==> src/logic/pif_defs.vh <==
`ifndef PIF_DEFS_VH
`define PIF_DEFS_VH

// Register byte offsets
`define PIF_OFF_FLAGS_TWO    8'h00
`define PIF_OFF_FLAGS_THREE  8'h04
`define PIF_OFF_ENABLES_ONE  8'h08
`define PIF_OFF_CONTROL      8'h0C
`define PIF_OFF_STATUS       8'h10

// Reset values
`define PIF_RST_FLAGS        8'h00
`define PIF_RST_ENABLES      8'h00
`define PIF_RST_CONTROL      3'h0

// Second flag register fields
`define PIF_F2_OSC_FAIL      7
`define PIF_F2_COMP_B        6
`define PIF_F2_COMP_A        5
`define PIF_F2_USB           4
`define PIF_F2_SYNC_A_COLL   3
`define PIF_F2_LOW_VOLT      2
`define PIF_F2_TIMER_C_OVF   1
`define PIF_F2_CAPCOMP_B     0

// Third flag register fields
`define PIF_F3_SYNC_B_DONE   7
`define PIF_F3_SYNC_B_COLL   6
`define PIF_F3_ASYNC_B_RX    5
`define PIF_F3_ASYNC_B_TX    4
`define PIF_F3_TIMER_D_MATCH 3

// Control register fields
`define PIF_CTL_GLOBAL       0
`define PIF_CTL_PERIPH       1
`define PIF_CTL_PRIORITY     2

// Status register fields
`define PIF_ST_IRQ_HIGH      0
`define PIF_ST_IRQ_LOW       1

// Capture/compare unit modes
`define PIF_CC_MODE_OFF      2'h0
`define PIF_CC_MODE_CAPTURE  2'h1
`define PIF_CC_MODE_COMPARE  2'h2
`define PIF_CC_MODE_PWM      2'h3

// Bus response codes
`define PIF_RESP_OKAY        2'h0
`define PIF_RESP_SLVERR      2'h2

`endif

==> src/logic/pif_change_detect.v <==
`timescale 1ns/1ps
`default_nettype none

module pif_change_detect #(
  parameter W = 2
) (
  input  wire         aclk,
  input  wire         aresetn,
  input  wire [W-1:0] level,
  output wire [W-1:0] changed
);

  reg [W-1:0] last;
  reg         armed;

  // No change is reported before the first level is captured
  assign changed = armed ? (level ^ last) : {W{1'b0}};

  always @(posedge aclk) begin
    if (!aresetn) begin
      last  <= {W{1'b0}};
      armed <= 1'b0;
    end else begin
      last  <= level;
      armed <= 1'b1;
    end
  end

endmodule // pif_change_detect

`default_nettype wire

==> src/logic/pif_periph_irq.v <==
// Design decisions made here: the address map and the AXI4-Lite interface to the registers.
`timescale 1ns/1ps
`default_nettype none
`include "pif_defs.vh"

// How it works
// RULE_01: Oscillator failure pulse sets flag two bit 7 until software clears it.
// RULE_02: Any change of either comparator output sets its flag until cleared.
// RULE_03: USB interrupt request sets flag two bit 4 until written to zero.
// RULE_04: First sync port collision sets flag two bit 3 until cleared.
// RULE_05: Low-voltage report sets flag two bit 2; zero while supply is good. The code holds it set until software clears it.
// RULE_06: Timer C overflow sets flag two bit 1 until software clears it.
// RULE_07: Capture/compare flags set on capture in capture mode; ignored in PWM mode.
// RULE_08: In compare mode capture/compare flags set on timer match, held until cleared.
// RULE_09: Second sync port completion sets flag three bit 7 until cleared.
// RULE_10: Second sync port collision sets flag three bit 6 until cleared.
// RULE_11: Receive flag is read-only, follows receive buffer full, clears on buffer read.
// RULE_12: Transmit flag follows transmit buffer empty, clears when buffer written.
// RULE_13: Timer D period match sets flag three bit 3 until cleared.
// RULE_14: Both flag registers and first enable register reset to zero.
// RULE_15: Without priority, peripheral requests need the peripheral global enable set.
// RULE_16: First enable register masks the eight first-group sources, one means enabled.
// RULE_17: Flags set regardless of any enable bit, allowing polling.
// RULE_18: With priority on, peripheral global enable gates only low-priority requests.
// RULE_19: Request raised when any flag and its enable are both set, then gated.
module pif_periph_irq #(
  parameter ADDR_W = 8
) (
  input  wire              aclk,
  input  wire              aresetn,
  input  wire [ADDR_W-1:0] s_axi_awaddr,
  input  wire [2:0]        s_axi_awprot,
  input  wire              s_axi_awvalid,
  output reg               s_axi_awready,
  input  wire [31:0]       s_axi_wdata,
  input  wire [3:0]        s_axi_wstrb,
  input  wire              s_axi_wvalid,
  output reg               s_axi_wready,
  output reg  [1:0]        s_axi_bresp,
  output reg               s_axi_bvalid,
  input  wire              s_axi_bready,
  input  wire [ADDR_W-1:0] s_axi_araddr,
  input  wire [2:0]        s_axi_arprot,
  input  wire              s_axi_arvalid,
  output reg               s_axi_arready,
  output reg  [31:0]       s_axi_rdata,
  output reg  [1:0]        s_axi_rresp,
  output reg               s_axi_rvalid,
  input  wire              s_axi_rready,
  input  wire              osc_fail,
  input  wire              comparator_a_out,
  input  wire              comparator_b_out,
  input  wire              usb_request,
  input  wire              sync_port_a_collision,
  input  wire              low_voltage,
  input  wire              timer_c_overflow,
  input  wire [7:0]        capcomp_mode,
  input  wire [3:0]        capcomp_capture,
  input  wire [3:0]        capcomp_match,
  input  wire              sync_port_b_done,
  input  wire              sync_port_b_collision,
  input  wire              async_port_b_rx_full,
  input  wire              async_port_b_tx_empty,
  input  wire              timer_d_match,
  input  wire [7:0]        periph_flags_one,
  input  wire [7:0]        periph_enables_two,
  input  wire [7:0]        periph_enables_three,
  input  wire [23:0]       periph_priority,
  output reg               irq_high,
  output reg               irq_low
);

  // Register selects
  localparam SEL_NONE   = 3'd0;
  localparam SEL_FLAGS2 = 3'd1;
  localparam SEL_FLAGS3 = 3'd2;
  localparam SEL_EN1    = 3'd3;
  localparam SEL_CTRL   = 3'd4;
  localparam SEL_STATUS = 3'd5;

  // Maps a byte address to a register select
  function [2:0] pif_decode;
    input [ADDR_W-1:0] addr;
    reg   [7:0]        off;
    begin
      off = {addr[7:2], 2'b00};
      case (off)
        `PIF_OFF_FLAGS_TWO:   pif_decode = SEL_FLAGS2;
        `PIF_OFF_FLAGS_THREE: pif_decode = SEL_FLAGS3;
        `PIF_OFF_ENABLES_ONE: pif_decode = SEL_EN1;
        `PIF_OFF_CONTROL:     pif_decode = SEL_CTRL;
        `PIF_OFF_STATUS:      pif_decode = SEL_STATUS;
        default:              pif_decode = SEL_NONE;
      endcase
    end
  endfunction

  // Capture/compare event qualified by the unit's mode
  function pif_cc_event;
    input [1:0] mode;
    input       capture;
    input       match;
    begin
      case (mode)
        `PIF_CC_MODE_CAPTURE: pif_cc_event = capture;
        `PIF_CC_MODE_COMPARE: pif_cc_event = match;
        default:              pif_cc_event = 1'b0;
      endcase
    end
  endfunction

  reg              aw_full;
  reg              w_full;
  reg [ADDR_W-1:0] awaddr_q;
  reg [31:0]       wdata_q;
  reg [3:0]        wstrb_q;
  reg [7:0]        periph_enables_one;
  reg [2:0]        control;
  reg              async_b_rx;
  reg              async_b_tx;
  reg [31:0]       rd_word;
  reg              rd_ok;

  wire              aw_take;
  wire              w_take;
  wire              ar_take;
  wire              have_aw;
  wire              have_w;
  wire              wr_fire;
  wire [ADDR_W-1:0] wr_addr;
  wire [31:0]       wr_data;
  wire [3:0]        wr_strb;
  wire [2:0]        wr_sel;
  wire              wr_lane;
  wire              next_aw_full;
  wire              next_w_full;
  wire              next_bvalid;
  wire              next_rvalid;
  wire [1:0]        comp_changed;
  wire [3:0]        cc_set;
  wire [13:0]       sticky_set;
  wire [13:0]       sticky_wdata;
  wire              sticky_we2;
  wire              sticky_we3;
  wire [13:0]       sticky;
  wire [7:0]        periph_flags_two;
  wire [7:0]        periph_flags_three;
  wire [23:0]       pending;
  wire              any_pending;
  wire              any_high;
  wire              any_low;
  wire              next_irq_high;
  wire              next_irq_low;

  // Write and read channel handshakes
  assign aw_take      = s_axi_awvalid & s_axi_awready;
  assign w_take       = s_axi_wvalid & s_axi_wready;
  assign ar_take      = s_axi_arvalid & s_axi_arready;
  assign have_aw      = aw_full | aw_take;
  assign have_w       = w_full | w_take;
  assign wr_fire      = have_aw & have_w & ~s_axi_bvalid;
  assign wr_addr      = aw_full ? awaddr_q : s_axi_awaddr;
  assign wr_data      = w_full ? wdata_q : s_axi_wdata;
  assign wr_strb      = w_full ? wstrb_q : s_axi_wstrb;
  assign wr_sel       = pif_decode(wr_addr);
  assign wr_lane      = wr_fire & wr_strb[0];
  assign next_aw_full = have_aw & ~wr_fire;
  assign next_w_full  = have_w & ~wr_fire;
  assign next_bvalid  = wr_fire | (s_axi_bvalid & ~s_axi_bready);
  assign next_rvalid  = ar_take | (s_axi_rvalid & ~s_axi_rready);

  always @(posedge aclk) begin
    if (!aresetn) begin
      aw_full       <= 1'b0;
      w_full        <= 1'b0;
      awaddr_q      <= {ADDR_W{1'b0}};
      wdata_q       <= 32'h00000000;
      wstrb_q       <= 4'h0;
      s_axi_awready <= 1'b0;
      s_axi_wready  <= 1'b0;
      s_axi_bvalid  <= 1'b0;
      s_axi_bresp   <= `PIF_RESP_OKAY;
    end else begin
      aw_full       <= next_aw_full;
      w_full        <= next_w_full;
      s_axi_awready <= ~next_aw_full & ~next_bvalid;
      s_axi_wready  <= ~next_w_full & ~next_bvalid;
      s_axi_bvalid  <= next_bvalid;
      if (aw_take) begin
        awaddr_q <= s_axi_awaddr;
      end
      if (w_take) begin
        wdata_q <= s_axi_wdata;
        wstrb_q <= s_axi_wstrb;
      end
      if (wr_fire) begin
        s_axi_bresp <= (wr_sel == SEL_NONE) ? `PIF_RESP_SLVERR : `PIF_RESP_OKAY;
      end
    end
  end

  // Comparator output changes become one-cycle events
  pif_change_detect #(
    .W (2)
  ) u_comp_change (
    .aclk    (aclk),
    .aresetn (aresetn),
    .level   ({comparator_b_out, comparator_a_out}),
    .changed (comp_changed)
  );

  // Units b, c, d, e in bits 0 to 3
  assign cc_set[0] = pif_cc_event(capcomp_mode[1:0], capcomp_capture[0], capcomp_match[0]); // [RULE_07] [RULE_08]
  assign cc_set[1] = pif_cc_event(capcomp_mode[3:2], capcomp_capture[1], capcomp_match[1]); // [RULE_07] [RULE_08]
  assign cc_set[2] = pif_cc_event(capcomp_mode[5:4], capcomp_capture[2], capcomp_match[2]); // [RULE_07] [RULE_08]
  assign cc_set[3] = pif_cc_event(capcomp_mode[7:6], capcomp_capture[3], capcomp_match[3]); // [RULE_07] [RULE_08]

  // Sticky flags: 13:6 second register, 5:4 third bits 7:6, 3:0 third bits 3:0
  assign sticky_set[13] = osc_fail;              // [RULE_01] [RULE_17]
  assign sticky_set[12] = comp_changed[1];       // [RULE_02]
  assign sticky_set[11] = comp_changed[0];       // [RULE_02]
  assign sticky_set[10] = usb_request;           // [RULE_03]
  assign sticky_set[9]  = sync_port_a_collision; // [RULE_04]
  assign sticky_set[8]  = low_voltage;           // [RULE_05]
  assign sticky_set[7]  = timer_c_overflow;      // [RULE_06]
  assign sticky_set[6]  = cc_set[0];             // [RULE_07]
  assign sticky_set[5]  = sync_port_b_done;      // [RULE_09]
  assign sticky_set[4]  = sync_port_b_collision; // [RULE_10]
  assign sticky_set[3]  = timer_d_match;         // [RULE_13]
  assign sticky_set[2]  = cc_set[3];             // [RULE_07]
  assign sticky_set[1]  = cc_set[2];             // [RULE_07]
  assign sticky_set[0]  = cc_set[1];             // [RULE_07]

  assign sticky_we2   = wr_lane & (wr_sel == SEL_FLAGS2);
  assign sticky_we3   = wr_lane & (wr_sel == SEL_FLAGS3);
  assign sticky_wdata = {sticky_we2 ? wr_data[7:0] : sticky[13:6],
                         sticky_we3 ? wr_data[7:6] : sticky[5:4],
                         sticky_we3 ? wr_data[3:0] : sticky[3:0]};

  pif_sticky_flags #(
    .W (14)
  ) u_flags (
    .aclk    (aclk),
    .aresetn (aresetn),
    .set     (sticky_set),
    .wr_en   (sticky_we2 | sticky_we3),
    .wr_data (sticky_wdata),
    .flags   (sticky)
  ); // [RULE_14]

  assign periph_flags_two   = sticky[13:6];
  assign periph_flags_three = {sticky[5:4], async_b_rx, async_b_tx, sticky[3:0]};

  // Buffer status mirrors, enable and control registers
  always @(posedge aclk) begin
    if (!aresetn) begin
      async_b_rx         <= 1'b0;                // [RULE_14]
      async_b_tx         <= 1'b0;
      periph_enables_one <= `PIF_RST_ENABLES;    // [RULE_14]
      control            <= `PIF_RST_CONTROL;
    end else begin
      async_b_rx <= async_port_b_rx_full;        // [RULE_11]
      async_b_tx <= async_port_b_tx_empty;       // [RULE_12]
      if (wr_lane && wr_sel == SEL_EN1) begin
        periph_enables_one <= wr_data[7:0];      // [RULE_16]
      end
      if (wr_lane && wr_sel == SEL_CTRL) begin
        control <= wr_data[2:0];
      end
    end
  end

  // Request combining and priority gating
  assign pending     = {periph_flags_one, periph_flags_two, periph_flags_three} &
                       {periph_enables_one, periph_enables_two, periph_enables_three}; // [RULE_19] [RULE_16]
  assign any_pending = |pending;
  assign any_high    = |(pending & periph_priority);
  assign any_low     = |(pending & ~periph_priority);

  assign next_irq_high = control[`PIF_CTL_PRIORITY]
                       ? (control[`PIF_CTL_GLOBAL] & any_high)
                       : (control[`PIF_CTL_GLOBAL] & control[`PIF_CTL_PERIPH] & any_pending); // [RULE_15]
  assign next_irq_low  = control[`PIF_CTL_PRIORITY] & control[`PIF_CTL_GLOBAL] &
                         control[`PIF_CTL_PERIPH] & any_low; // [RULE_18]

  // Request lines come straight from flip-flops
  always @(posedge aclk) begin
    if (!aresetn) begin
      irq_high <= 1'b0;
      irq_low  <= 1'b0;
    end else begin
      irq_high <= next_irq_high; // [RULE_19]
      irq_low  <= next_irq_low;
    end
  end

  // Read data selection
  always @* begin
    rd_word = 32'h00000000;
    rd_ok   = 1'b1;
    case (pif_decode(s_axi_araddr))
      SEL_FLAGS2: begin
        rd_word[7:0] = periph_flags_two;
      end
      SEL_FLAGS3: begin
        rd_word[7:0] = periph_flags_three;
      end
      SEL_EN1: begin
        rd_word[7:0] = periph_enables_one;
      end
      SEL_CTRL: begin
        rd_word[2:0] = control;
      end
      SEL_STATUS: begin
        rd_word[`PIF_ST_IRQ_HIGH] = irq_high;
        rd_word[`PIF_ST_IRQ_LOW]  = irq_low;
      end
      default: begin
        rd_ok = 1'b0;
      end
    endcase
  end

  // Read response held until taken
  always @(posedge aclk) begin
    if (!aresetn) begin
      s_axi_arready <= 1'b0;
      s_axi_rvalid  <= 1'b0;
      s_axi_rdata   <= 32'h00000000;
      s_axi_rresp   <= `PIF_RESP_OKAY;
    end else begin
      s_axi_arready <= ~next_rvalid;
      s_axi_rvalid  <= next_rvalid;
      if (ar_take) begin
        s_axi_rdata <= rd_word;
        s_axi_rresp <= rd_ok ? `PIF_RESP_OKAY : `PIF_RESP_SLVERR;
      end
    end
  end

endmodule // pif_periph_irq

`default_nettype wire

==> src/logic/pif_sticky_flags.v <==
`timescale 1ns/1ps
`default_nettype none

module pif_sticky_flags #(
  parameter W = 8
) (
  input  wire         aclk,
  input  wire         aresetn,
  input  wire [W-1:0] set,
  input  wire         wr_en,
  input  wire [W-1:0] wr_data,
  output reg  [W-1:0] flags
);

  wire [W-1:0] next_flags;

  // A set in the same cycle as a clearing write wins
  assign next_flags = set | (wr_en ? wr_data : flags);

  always @(posedge aclk) begin
    if (!aresetn) begin
      flags <= {W{1'b0}};
    end else begin
      flags <= next_flags;
    end
  end

endmodule // pif_sticky_flags

`default_nettype wire
==> config.mk <==
export PLATFORM = sky130hd
export DESIGN_NAME = pif_periph_irq
export DESIGN_NICKNAME = d
export VERILOG_FILES = /design/src/logic/pif_change_detect.v /design/src/logic/pif_periph_irq.v /design/src/logic/pif_sticky_flags.v
export VERILOG_INCLUDE_DIRS = /design/src /design/src/logic
export SDC_FILE = /design/constraint.sdc
export NUM_CORES = 1
export LEC_CHECK = 0
export BUFFER_PORTS_ARGS = -buffer_cell sky130_fd_sc_hd__buf_2
export CAP_MARGIN = 30
export CORE_ASPECT_RATIO = 1.25
export CORE_MARGIN = 2
export CORE_UTILIZATION = 52
export CTS_BUF_LIST = sky130_fd_sc_hd__clkbuf_2 sky130_fd_sc_hd__clkbuf_4 sky130_fd_sc_hd__clkbuf_8
export CTS_CLUSTER_DIAMETER = 30
export DETAILED_ROUTE_END_ITERATION = 6
export MAX_ROUTING_LAYER = met4
export PLACE_DENSITY = 0.95
export SLEW_MARGIN = 10
export SYNTH_ARGS = -nofsm -noshare
export SYNTH_HDL_FRONTEND = slang
export SYNTH_HIERARCHICAL = 1
export SYNTH_SLANG_ARGS = --single-unit
==> constraint.sdc <==
create_clock -name aclk -period 7.7 [get_ports aclk]
set_clock_uncertainty 0.15 [all_clocks]
set_input_delay 1.54 -clock aclk [delete_from_list [all_inputs] [get_ports aclk]]
set_output_delay 1.54 -clock aclk [all_outputs]
set_load 0.01 [all_outputs]
Word level (Yosys, flattened, before mapping)
Cells that the tools add are included.
{"block": "word_totals", "reg_bits": 68, "word_cells": 117}
{"block": "op_classes", "bitwise": 39, "n_eq_ne": 25, "n_mux": 22, "reduce_logical": 9}
{"cell": "24-bit bitwise AND", "count": 3}
{"cell": "24-bit OR reduction", "count": 3}
{"cell": "3-bit one-hot mux with 5 select lines", "count": 2}
{"cell": "6-bit by 2-bit == test with 1-bit output, second input constant", "count": 4}
{"cell": "8-bit 2-to-1 mux", "count": 3}
{"cell": "24-bit inverter", "count": 1}
{"cell": "1-bit bitwise AND", "count": 20}
{"cell": "5-bit one-hot mux with 3 select lines", "count": 1}
{"cell": "14-bit 2-to-1 mux", "count": 1}
{"cell": "14-bit OR", "count": 1}
{"cell": "3-bit by 2-bit == test with 1-bit output, second input constant", "count": 4}
{"cell": "6-bit by 1-bit == test with 1-bit output, second input constant", "count": 2}
{"cell": "6-bit by 3-bit == test with 1-bit output, second input constant", "count": 2}
{"cell": "6-bit logical NOT", "count": 2}
{"cell": "2-bit one-hot mux with 5 select lines", "count": 1}
{"cell": "3-bit == test, second input constant", "count": 3}
{"cell": "2-bit by 1-bit == test with 1-bit output, second input constant", "count": 4}
{"cell": "2-bit == test, second input constant", "count": 4}
{"cell": "2-bit 2-to-1 mux", "count": 4}
{"cell": "1-bit inverter", "count": 8}
{"cell": "1-bit one-hot mux with 2 select lines", "count": 4}
{"cell": "3-bit by 1-bit == test with 1-bit output, second input constant", "count": 2}
{"cell": "1-bit OR", "count": 5}
{"cell": "5-bit OR reduction", "count": 1}
{"cell": "other kinds (6)", "count": 10}

Logic depth before layout (Yosys ltp)
Gate-level depths: netlist (run 1).
{"block": "logic_depth", "word_depth": 9, "depth_mapped": 10}

Hierarchy
Netlist (run 1), hierarchy kept.
{"mod": "pif_periph_irq", "n_inst": 1, "cells_each": 393, "seq_area_each_um2": 940.9, "area_each_um2": 3093.0}
{"mod": "pif_sticky_flags", "n_inst": 1, "cells_each": 44, "seq_area_each_um2": 280.3, "area_each_um2": 595.6}
{"mod": "pif_change_detect", "n_inst": 1, "cells_each": 9, "seq_area_each_um2": 60.1, "area_each_um2": 105.1}

Worst setup path after synthesis (run 1)
Ideal clock, no wire load.
{"block": "synth_path", "path_type": "input-to-reg", "start": "in s_axi_awvalid", "end": "reg u_flags.flags[13]", "slack_ns": 4.035, "stages": 10, "arrival_ns": 3.401, "path_cell_list": "buf_4 -> a21oi_2 -> or2_0 -> buf_6 -> nor4_2 -> and2_1 -> buf_4 -> mux2_2 -> mux2_2 -> o21a_1"}
{"block": "synth_between", "elab_chain_len": 9}
{"item": "start: declaration", "line": "pif_periph_irq.v:33", "source": "input wire s_axi_awvalid,"}
{"item": "1-bit bitwise AND", "line": "pif_periph_irq.v:156", "source": "assign aw_take = s_axi_awvalid & s_axi_awready;"}
{"item": "1-bit OR", "line": "pif_periph_irq.v:159", "source": "assign have_aw = aw_full | aw_take;"}
{"item": "1-bit bitwise AND (2 in a row)", "line": "pif_periph_irq.v:161", "source": "assign wr_fire = have_aw & have_w & ~s_axi_bvalid;"}
{"item": "1-bit bitwise AND", "line": "pif_periph_irq.v:166", "source": "assign wr_lane = wr_fire & wr_strb[0];"}
{"item": "1-bit bitwise AND", "line": "pif_periph_irq.v:234", "source": "assign sticky_we2 = wr_lane & (wr_sel == SEL_FLAGS2);"}
{"item": "8-bit 2-to-1 mux", "line": "pif_periph_irq.v:236", "source": "assign sticky_wdata = {sticky_we2 ? wr_data[7:0] : sticky[13:6],"}
{"item": "named net sticky_wdata[13]", "line": "pif_periph_irq.v:142", "source": "wire [13:0] sticky_wdata;"}
{"item": "14-bit 2-to-1 mux", "line": "pif_sticky_flags.v:18", "source": "assign next_flags = set | (wr_en ? wr_data : flags);"}
{"item": "14-bit OR", "line": "pif_sticky_flags.v:18"}
{"item": "end signal: assignment", "line": "pif_sticky_flags.v:22", "source": "flags <= {W{1'b0}};"}
{"item": "end signal: assignment", "line": "pif_sticky_flags.v:24", "source": "flags <= next_flags;"}
{"item": "end: declaration", "line": "pif_sticky_flags.v:12", "source": "output reg [W-1:0] flags"}
The timed path passes the listed nets, and every way through them passes these cells.
A chain may end at the register's enable or synchronous reset.

Worst setup path after layout (run 1)
{"block": "layout_path", "start": "in s_axi_awvalid", "end": "reg u_flags.flags[6]"}
The elaborated chain is that of the path after synthesis.

==> metrics.md, run 1 <==
| Metric | Value |
|---|---|
| First DRT Iteration DRCs | `188` |
| Max-slew violations | `0` |
| Kind of critical path | `in2reg` |
| CP Launch Type | `input port` |
| Synth-to-layout area growth | `19.2%` |
| CTS tree | `yes` |
| Fillers | `602` |
| Reg power frac | `0.458` |
| Routed WL | `10800 um` |
| Worst Hold End | `wdata_q[6]` |
| Crit Path Max Fanout | `8` |
| Chip width | `80.4 um` |
| FF+latch count, synth | `64` |
| GRT Total Usage | `0.287` |
| Synthesized cell area | `3790 um^2` |
| First-pass GRT wire length | `17100 um` |
| Grt total ovfl | `0` |
| Final Cycle Share | `0.485` |
| Port Buffer Count | `120` |
| Row cnt | `34` |
| CORE AREA | `7020 um^2` |
| Clock share of power | `0.378` |
| Syn Inst Count | `446` |
| Final min period | `3.74 ns` |
| Leak pwr | `2.01 nW` |
| Slew HR | `0.458` |
| Post-synth top area share | `0.338` |
| CP required | `7.79 ns` |
| Flop-to-flop setup slack | `4.74 ns` |
| Slowest CP cell | `and2_1` |
| Most common cell in the synthesized netlist | `nand2_1` |
| 1st-pass router iterations | `4` |
| Number of global-route vias before repair | `3523` |
| TritonCTS Buffers | `9` |
| Wirelength per Cell | `16.5 um` |
| Top_reg_cell synth | `dfxtp_1` |
| Clock Sinks | `64` |
| Fin Setup TNS | `0 ns` |
| R2R Path End | `u_flags/flags[6]` |
| Post-synth EDFFs | `0` |
| Netlist cell types | `44` |
| Critical path's largest stage delay | `0.43 ns` |
| Crit end category | `register` |
| # IOs | `184` |
| Post-synthesis sequential area ratio | `0.338` |
| Final setup vio count | `0` |
| Drt drc | `0` |
| Clk buf depth | `2` |
| Layout Nets | `709` |
| Final hold violation count | `0` |
| Switching Fraction | `0.270` |
| Combinational share of power | `0.164` |
| Layout cells sized above 1 | `0.319` |
| Hold path depth | `2` |
| R2R depth | `7` |
| Crit Reg-Reg Startpoint | `aw_full` |
| CTS H-tree depth | `3` |
| Hold WS | `0.309 ns` |
| Ys Warns | `6` |
| Initial core utilization | `0.540` |
| Syn Area/Cell | `8.51 um^2` |
| Post-cts resize count | `0` |
| Final Util | `0.644` |
| Power Dens Cells | `176 nW/um^2` |
| Worst EP arrival | `3.82 ns` |
| Async SR Flop Fraction | `0` |
| Max Cap Viol | `0` |
| VDD IR max | `0.128 mV` |
| Synth top cells by count | `nand2_1, dfxtp_1, nand3_1, buf_4, nor2_1` |
| Via density | `5.53` |
| Final Wtd Congestion | `0.952` |
| Clk Latency, worst-skew pair | `0.34 ns` |
| Net Sw Power | `215 uW` |
| Slew of the pin with the lowest slew margin | `0.813 ns` |
| Largest net degree at the start of global routing | `38` |
| RSZ-0062 raised after global routing | `no` |
| Clock Pin Slew Worst Setup and Hold Paths | `0.07 ns` |
| Total number of vias | `3622` |
| Fmax | `268 MHz` |
| Root buf cell | `clkbuf_8` |
| Status | `finished clean` |
| Final ANT Viol Nets | `0` |
| Ant diodes | `0` |
| DIE AREA | `8000 um^2` |
| Crit path cell chain | `buf_2, a21oi_2, or2_0, nor4_2, and2_1, mux2_2, mux2_4, o21a_1` |
| Total power | `796 uW` |
| Setup bufs post-CTS | `0` |
| Synth area leader | `dfxtp_1` |
| Top post-synthesis cells by area | `dfxtp_1, mux2_2, nand2_1` |
| Worst hold start | `wdata_q[6]` |
| Die Ht | `99.5 um` |
| Post-DP HPWL | `8760 um` |
| Worst min path class | `reg2reg` |
| Hold_buf cts | `0` |
| Antenna violations before repair | `0` |
| Internal power | `581 uW` |
-- stage by stage --
stage | setup slack (ns) | instances | area, um^2
2_1_floorplan | 4.03 | 471 | 3890
3_3_place_gp | 3.68 | 639 | 4320
3_5_place_dp | 3.61 | 639 | 4320
4_1_cts | 3.98 | 655 | 4520
5_1_grt | 3.83 | 655 | 4520
6_report | 3.96 | 655 | 4520
-- per-layer routing --
metal	GRT usage	wire length, um
met4	0.147	412
met1	0.317	4130
met3	0.0463	750
met5	-	0
met2	0.492	5540
-- worst max-delay path by stage --
stage	to	slack [ns]	start
2_1_floorplan	u_flags/flags[13]	4.03	s_axi_awvalid
3_3_place_gp	u_flags/flags[10]	3.68	s_axi_awvalid
3_5_place_dp	u_flags/flags[6]	3.61	s_axi_awvalid
4_1_cts	u_flags/flags[6]	3.98	s_axi_awvalid
5_1_grt	u_flags/flags[6]	3.83	s_axi_awvalid
6_report	u_flags/flags[6]	3.96	s_axi_awvalid
-- cells by family after synthesis --
| kind of cell | synth area share |
|---|---|
| adders and majority gates | 0.0264 |
| AOI/OAI and AO/OA | 0.127 |
| other | 0.000988 |
| DFF | 0.338 |
| and+or+nand+nor | 0.238 |
| buffers and inverters | 0.0858 |
| muxes | 0.179 |
| xor gates and xnor gates | 0.00462 |
-- power by group through the flow --
stage	clock network [mW]	logic (mW)	registers, mW
floorplan	0	0.0914	0.364
global placement	0	0.126	0.371
detailed placement	0	0.129	0.372
CTS	0.304	0.130	0.364
global route	0.318	0.144	0.366
finish	0.300	0.131	0.364
-- cell usage in the layout, fill, tap and decap left out, drive strengths merged, types with 10 or more instances in the layout --
cell	instances
a21oi	24
a22oi	10
buf	120
clkbuf	13
conb	26
dfxtp	64
inv	11
mux2	36
mux2i	17
nand2	66
nand3	34
nand4	11
nor2	29
o21a	16
o22ai	13
-- critical path: cells and delay by family --
| kind | cells | cell delay (ns) |
|---|---|---|
| simple gates | 3 | 1.20 |
| mux | 2 | 0.65 |
| compound gates | 2 | 0.26 |
| buf+inv | 1 | 0.17 |
-- sequential cells by signal (all words and copies together) (netlist names) --
name / cells
s_axi_wready: 1
s_axi_rresp: 1
s_axi_arready: 1
periph_enables_one: 8
control: 3
u_flags/flags: 14
w_full: 1
wdata_q: 8
async_b_rx: 1
s_axi_bresp: 1
u_comp_change/armed: 1
s_axi_awready: 1
u_comp_change/last: 2
irq_low: 1
s_axi_rdata: 8
async_b_tx: 1
irq_high: 1
awaddr_q: 6
s_axi_bvalid: 1
s_axi_rvalid: 1
aw_full: 1
wstrb_q: 1
-- area by class of cell --
class,count,area [um^2],share of cell area
Clock buffer,13,166,0.0368
Timing Repair Buffer,120,601,0.133
Sequential cell,64,1280,0.283
Multi-Input combinational cell,354,2280,0.504
Clock inverter,3,40.0,0.00885
Tap cell,90,113,0.0249
Inverter,11,41.3,0.00913
Power figures use the tool's default switching activity.
==> run 2, diff against run 1 <==
CORE_UTILIZATION = 43   (was 52)
PLACE_DENSITY = 0.86   (was 0.95)
clock period = 3.37 ns   (was 7.7 ns; I/O delays follow)
==> metrics.md, run 2 (same netlist as run 1, synthesis figures left out) <==
| Metric | Value |
|---|---|
| Slew HR | `0.521 (+0.0626)` |
| Final hold violation count | `0 (unchanged)` |
| DIE AREA | `9590 um^2 (+20%)` |
| Final setup vio count | `0 (unchanged)` |
| First-pass GRT wire length | `16700 um (-2.2%)` |
| Most common cell after layout, fill and taps aside | `buf_2` |
| Slew of the pin with the lowest slew margin | `0.713 ns (-0.0993 ns)` |
| CTS H-tree depth | `3 (unchanged)` |
| Power Dens Cells | `406 nW/um^2 (+130%)` |
| Total number of vias | `3673 (+1.4%)` |
| Largest Register | `u_flags/flags` |
| Crit Path Max Fanout | `15 (+7)` |
| Max Cap Viol | `0 (unchanged)` |
| Clk buf depth | `2 (unchanged)` |
| Initial core utilization | `0.441 (-0.0996)` |
| Clock Pin Slew Worst Setup and Hold Paths | `0.08 ns (about the same)` |
| Ant diodes | `0 (unchanged)` |
| Final ANT Viol Nets | `0 (unchanged)` |
| Fillers | `831 (+38%)` |
| Fmax | `352 MHz` |
| Root buf cell | `clkbuf_8` |
| Wirelength per Cell | `15.7 um (-5.3%)` |
| Number of global-route vias before repair | `3502 (-0.60%)` |
| CP required | `3.46 ns (-4.33 ns)` |
| Worst EP arrival | `2.92 ns (-0.90 ns)` |
| Setup bufs post-CTS | `0 (unchanged)` |
| CTS tree | `yes` |
| Dpl cells | `673 (+5.3%)` |
| Crit end category | `register` |
| Setup slack after layout | `0.533 ns (-3.43 ns)` |
| Kind of critical path | `reg2reg` |
| Final Cycle Share | `0.842` |
| Synth-to-layout area growth | `21.3%` |
| Grt total ovfl | `0 (unchanged)` |
| Worst min path class | `reg2reg` |
| RSZ-0062 raised after global routing | `no` |
| Hold WS | `0.311 ns (+0.00162 ns)` |
| Layout Nets | `713 (+0.56%)` |
| Post-cts resize count | `0 (unchanged)` |
| Fin cells | `689 (+5.2%)` |
| Via density | `5.33 (-3.6%)` |
| Drt drc | `0 (unchanged)` |
| Routed WL | `10800 um (-0.42%)` |
| 1st-pass router iterations | `5 (+1)` |
| Post-place setup slack | `0.276 ns (-3.33 ns)` |
| Port Buffer Count | `120 (unchanged)` |
| Total power | `1.87 mW (+130%)` |
| Post-DP HPWL | `8650 um (-1.2%)` |
| Layout cells sized above 1 | `0.323 (+0.00479)` |
| Die Ht | `109 um (+9.6%)` |
| Max reg flops | `14 (unchanged)` |
| Clock Sinks | `64 (unchanged)` |
| CP Launch Type | `register` |
| Largest net degree at the start of global routing | `38 (unchanged)` |
| # IOs | `184 (unchanged)` |
| Status | `finished clean` |
| Fin Setup TNS | `0 ns (unchanged)` |
| Leak pwr | `2.03 nW (+0.97%)` |
| Chip width | `88.0 um (+9.5%)` |
| Hold_buf cts | `0 (unchanged)` |
| Max-slew violations | `0 (unchanged)` |
| First DRT Iteration DRCs | `170 (-9.6%)` |
| Final min period | `2.84 ns` |
| Row cnt | `38 (+12%)` |
| CORE AREA | `8610 um^2 (+23%)` |
| Commonest non-fill, non-tap cells in the layout | `buf_2, nand2_1, dfxtp_1, nand3_1, nor2_1` |
| Antenna violations before repair | `0 (unchanged)` |
| Final Wtd Congestion | `0.894 (-6.1%)` |
| Clk Latency, worst-skew pair | `0.35 ns (about the same)` |
| Sequential cell area | `1280 um^2 (unchanged)` |
| TritonCTS Buffers | `9 (unchanged)` |
| GRT Total Usage | `0.234 (-0.0533)` |
| Area of the multi-input gates | `2280 um^2 (unchanged)` |
| VDD IR max | `0.228 mV (+78%)` |
==> run 2: cell count changes in the layout (fill, tap and decap cells not counted) <==
cell / change
buf_4: +4
bufinv_16: +1
clkbuf_4: -2
clkbuf_8: -2
clkinv_4: +1
clkinvlp_4: +1
inv_6: +1
==> run 2: metal layers <==
layer | share of wire | GRT usage | vias to the layer above
met3 | 0.064 | 0.0545 | 29
met5 | 0 | - | -
met1 | 0.38 | 0.255 | 1697
li1 | - | - | 1774
met2 | 0.53 | 0.409 | 173
met4 | 0.032 | 0.0898 | 0
==> run 2: cell type report <==
type,count,area share
Multi-Input combinational cell,354,0.496
Tap cell,120,0.0326
Clock inverter,7,0.0207
Inverter,11,0.00897
Timing Repair Buffer,124,0.137
Clock buffer,9,0.0269
Sequential cell,64,0.278
==> run 2: critical path: stages, from the launching register on <==
cell	delay [ns]
dfxtp_1	0.59
nor3b_1	0.29
nor2_1	0.11
nor4_2	0.31
and2_1	0.44
mux2_2	0.40
mux2_4	0.26
o21a_1	0.17
==> run 2: worst paths after layout <==
check | start | to | slack, ns | depth (start not counted)
max | aw_full | u_flags/flags[10] | 0.53 | 7
min | wdata_q[3] | wdata_q[3] | 0.31 | 2
max reg2reg | aw_full | u_flags/flags[10] | 0.53 | 7
min reg2reg | wdata_q[3] | wdata_q[3] | 0.31 | 2
==> run 2: power breakdown <==
part | switching, mW | leakage [nW] | total, mW | internal (mW)
Combinational | 0.161 | 1.39 | 0.305 | 0.144
Sequential | 0.0410 | 0.524 | 0.831 | 0.790
Clock | 0.316 | 0.110 | 0.733 | 0.417
==> run 2: stage by stage <==
| stage | util | instance area (um^2) |
|---|---|---|
| after floorplan | - | 3890 |
| after global placement | 0.509 | 4380 |
| after detailed placement | 0.509 | 4380 |
| after CTS | 0.535 | 4600 |
| after global routing | 0.535 | 4600 |
| final | 0.535 | 4600 |
==> run 3, diff against run 2 <==
clock period = 2.4 ns   (was 3.37 ns; I/O delays follow)
==> metrics.md, run 3 (same netlist as run 1, synthesis figures left out) <==
| Metric | Value |
|---|---|
| Crit Path Max Fanout | `8 (-7)` |
| GRT Total Usage | `0.251 (+0.0173)` |
| Fin Setup TNS | `0 ns (unchanged)` |
| Hold_buf cts | `0 (unchanged)` |
| Root buf cell | `clkbuf_8` |
| CP required | `2.49 ns (-0.97 ns)` |
| Commonest non-fill, non-tap cells in the layout | `buf_2, nand2_1, dfxtp_1, nand3_1, nor2_1` |
| R2R Path End | `u_flags/flags[12]` |
| Leak pwr | `2.19 nW (+8.0%)` |
| Layout Nets | `732 (+2.7%)` |
| Sequential cell area | `1290 um^2 (+0.39%)` |
| Slowest CP cell | `dfxtp_4` |
| Net Sw Power | `760 uW (+47%)` |
| Largest Register | `u_flags/flags` |
| Kind of critical path | `reg2reg` |
| # IOs | `184 (unchanged)` |
| Combinational share of power | `0.182 (+0.019)` |
| Clock Sinks | `64 (unchanged)` |
| CTS tree | `yes` |
| Final setup vio count | `0 (unchanged)` |
| Final Util | `0.568 (+0.0336)` |
| Port Buffer Count | `120 (unchanged)` |
| Wirelength per Cell | `16.5 um (+5.5%)` |
| Switching Fraction | `0.279 (+0.00142)` |
| Critical path's largest stage delay | `0.39 ns (-0.20 ns)` |
| Antenna violations before repair | `0 (unchanged)` |
| Number of global-route vias before repair | `3647 (+4.1%)` |
| Max-slew violations | `0 (unchanged)` |
| Setup slack after layout | `0.0550 ns (-0.478 ns)` |
| Post-place setup slack | `-0.275 ns (-0.550 ns)` |
| Layout cells sized above 1 | `0.364 (+0.0406)` |
| Synth-to-layout area growth | `29.0%` |
| Clk Latency, worst-skew pair | `0.35 ns (about the same)` |
| CORE AREA | `8610 um^2 (unchanged)` |
| CP Launch Type | `register` |
| 1st-pass router iterations | `5 (unchanged)` |
| Total number of vias | `3789 (+3.2%)` |
| Post-DP HPWL | `9270 um (+7.2%)` |
| DIE AREA | `9590 um^2 (unchanged)` |
| Final ANT Viol Nets | `0 (unchanged)` |
| Total power | `2.73 mW (+46%)` |
| Reg power frac | `0.425 (-0.019)` |
| Ant diodes | `0 (unchanged)` |
| Area of the multi-input gates | `2380 um^2 (+4.5%)` |
| Setup bufs post-CTS | `0 (unchanged)` |
| Clk buf depth | `2 (unchanged)` |
| Clock Pin Slew Worst Setup and Hold Paths | `0.08 ns (about the same)` |
| Fillers | `761 (-8.4%)` |
| Worst Hold End | `async_b_rx` |
| Worst min path class | `in2reg` |
| Flop-to-flop setup slack | `0.06 ns (-0.48 ns)` |
| Via density | `5.35 (+0.39%)` |
| TritonCTS Buffers | `9 (unchanged)` |
| First-pass GRT wire length | `17700 um (+6.2%)` |
| Crit Reg-Reg Startpoint | `aw_full` |
| Slew of the pin with the lowest slew margin | `0.646 ns (-0.0672 ns)` |
| Crit end category | `register` |
| Grt total ovfl | `0 (unchanged)` |
| Status | `finished clean` |
| CP dominant cell by count | `mux2_4` |
| Row cnt | `38 (unchanged)` |
| Largest net degree at the start of global routing | `38 (unchanged)` |
| Slew HR | `0.569 (+0.0478)` |
| Worst EP arrival | `2.44 ns (-0.48 ns)` |
| Dpl cells | `693 (+3.0%)` |
| CTS H-tree depth | `3 (unchanged)` |
| Chip width | `88.0 um (unchanged)` |
| Max Cap Viol | `0 (unchanged)` |
| Final hold violation count | `0 (unchanged)` |
| R2R depth | `8 (+1)` |
| Final min period | `2.34 ns (-0.492 ns)` |
| Crit path cell chain | `buf_6, a21oi_2, or2_4, nor4_4, and2_4, mux2_4, mux2_4, o21a_1` |
| Clock share of power | `0.394 (+0.002)` |
| Fin cells | `708 (+2.8%)` |
| Fmax | `426 MHz (+21%)` |
| RSZ-0062 raised after global routing | `yes` |
| Drt drc | `0 (unchanged)` |
| Initial core utilization | `0.441 (unchanged)` |
| VDD IR max | `0.509 mV (+120%)` |
| Hold path depth | `2 (unchanged)` |
| Die Ht | `109 um (unchanged)` |
| Routed WL | `11700 um (+8.4%)` |
| Max reg flops | `14 (unchanged)` |
| Final Cycle Share | `0.977 (+0.135)` |
| Final Wtd Congestion | `0.961 (+7.5%)` |
| Most common cell after layout, fill and taps aside | `buf_2` |
| First DRT Iteration DRCs | `223 (+31%)` |
| Power Dens Cells | `558 nW/um^2 (+37%)` |
| Internal power | `1.97 mW (+46%)` |
| Worst hold start | `async_port_b_rx_full` |
## run 3: cell types whose count changed in the layout (fill, tap and decap cells not counted), sizes merged
cell	previous run	this run
buf	124	143
clkbuf	9	10
clkinvlp	1	0
## run 3: area by class of cell
class / instances / share of cell area
inverters: 11 / 0.00844
repair buffers: 143 / 0.164
flip-flops and latches: 64 / 0.263
clock buffers: 10 / 0.0281
well taps: 120 / 0.0307
clock inverters: 6 / 0.0187
multi-input cells: 354 / 0.487
## run 3: how the worst max path moves through the flow
stage,from,endpoint,slack (ns),depth (start not counted)
floorplan,s_axi_awvalid,u_flags/flags[13],-0.01,10
global placement,s_axi_awaddr[5],u_flags/flags[4],-0.24,9
detailed placement,s_axi_awaddr[5],u_flags/flags[4],-0.27,9
CTS,aw_full,u_flags/flags[4],0.04,9
global route,aw_full,u_flags/flags[7],-0.01,8
finish,aw_full,u_flags/flags[12],0.06,8
## run 3: power groups by stage
stage / Clock (mW) / Combinational, mW / Sequential (mW)
floorplan: 0 / 0.297 / 1.17
global placement: 0 / 0.452 / 1.17
detailed placement: 0 / 0.469 / 1.18
CTS: 1.08 / 0.474 / 1.16
global route: 1.14 / 0.542 / 1.16
finish: 1.07 / 0.495 / 1.16
## run 3: routing by layer
metal / up-vias / global-route usage / share of wire
li1: 1817 / - / -
met3: 27 / 0.0416 / 0.061
met1: 1768 / 0.284 / 0.40
met4: 0 / 0.107 / 0.033
met2: 177 / 0.433 / 0.51
met5: - / - / 0
## run 3: worst max-delay path, delay by kind of cell, from the launching register on
family | cells | cell delay (ns)
AO/OA/AOI/OAI | 2 | 0.20
AND/OR/NAND/NOR | 3 | 0.80
multiplexers | 2 | 0.59
buffers and inverters | 1 | 0.11
flip-flops | 1 | 0.39
## run 3: what timing repair did
action,4_1_cts,5_1_grt
endpoints found under the setup margin,14,14
gates resized for setup,6,22
cloned,0,0
endpoints found under the hold margin,0,0
pin swaps,0,3
## run 3: metrics by stage
step	hold slack [ns]	cell area [um^2]
4_1_cts	0.176	4830
5_1_grt	0.176	4890
6_report	0.182	4890
2_1_floorplan	0.283	3910
3_3_place_gp	0.288	4580
3_5_place_dp	0.298	4580
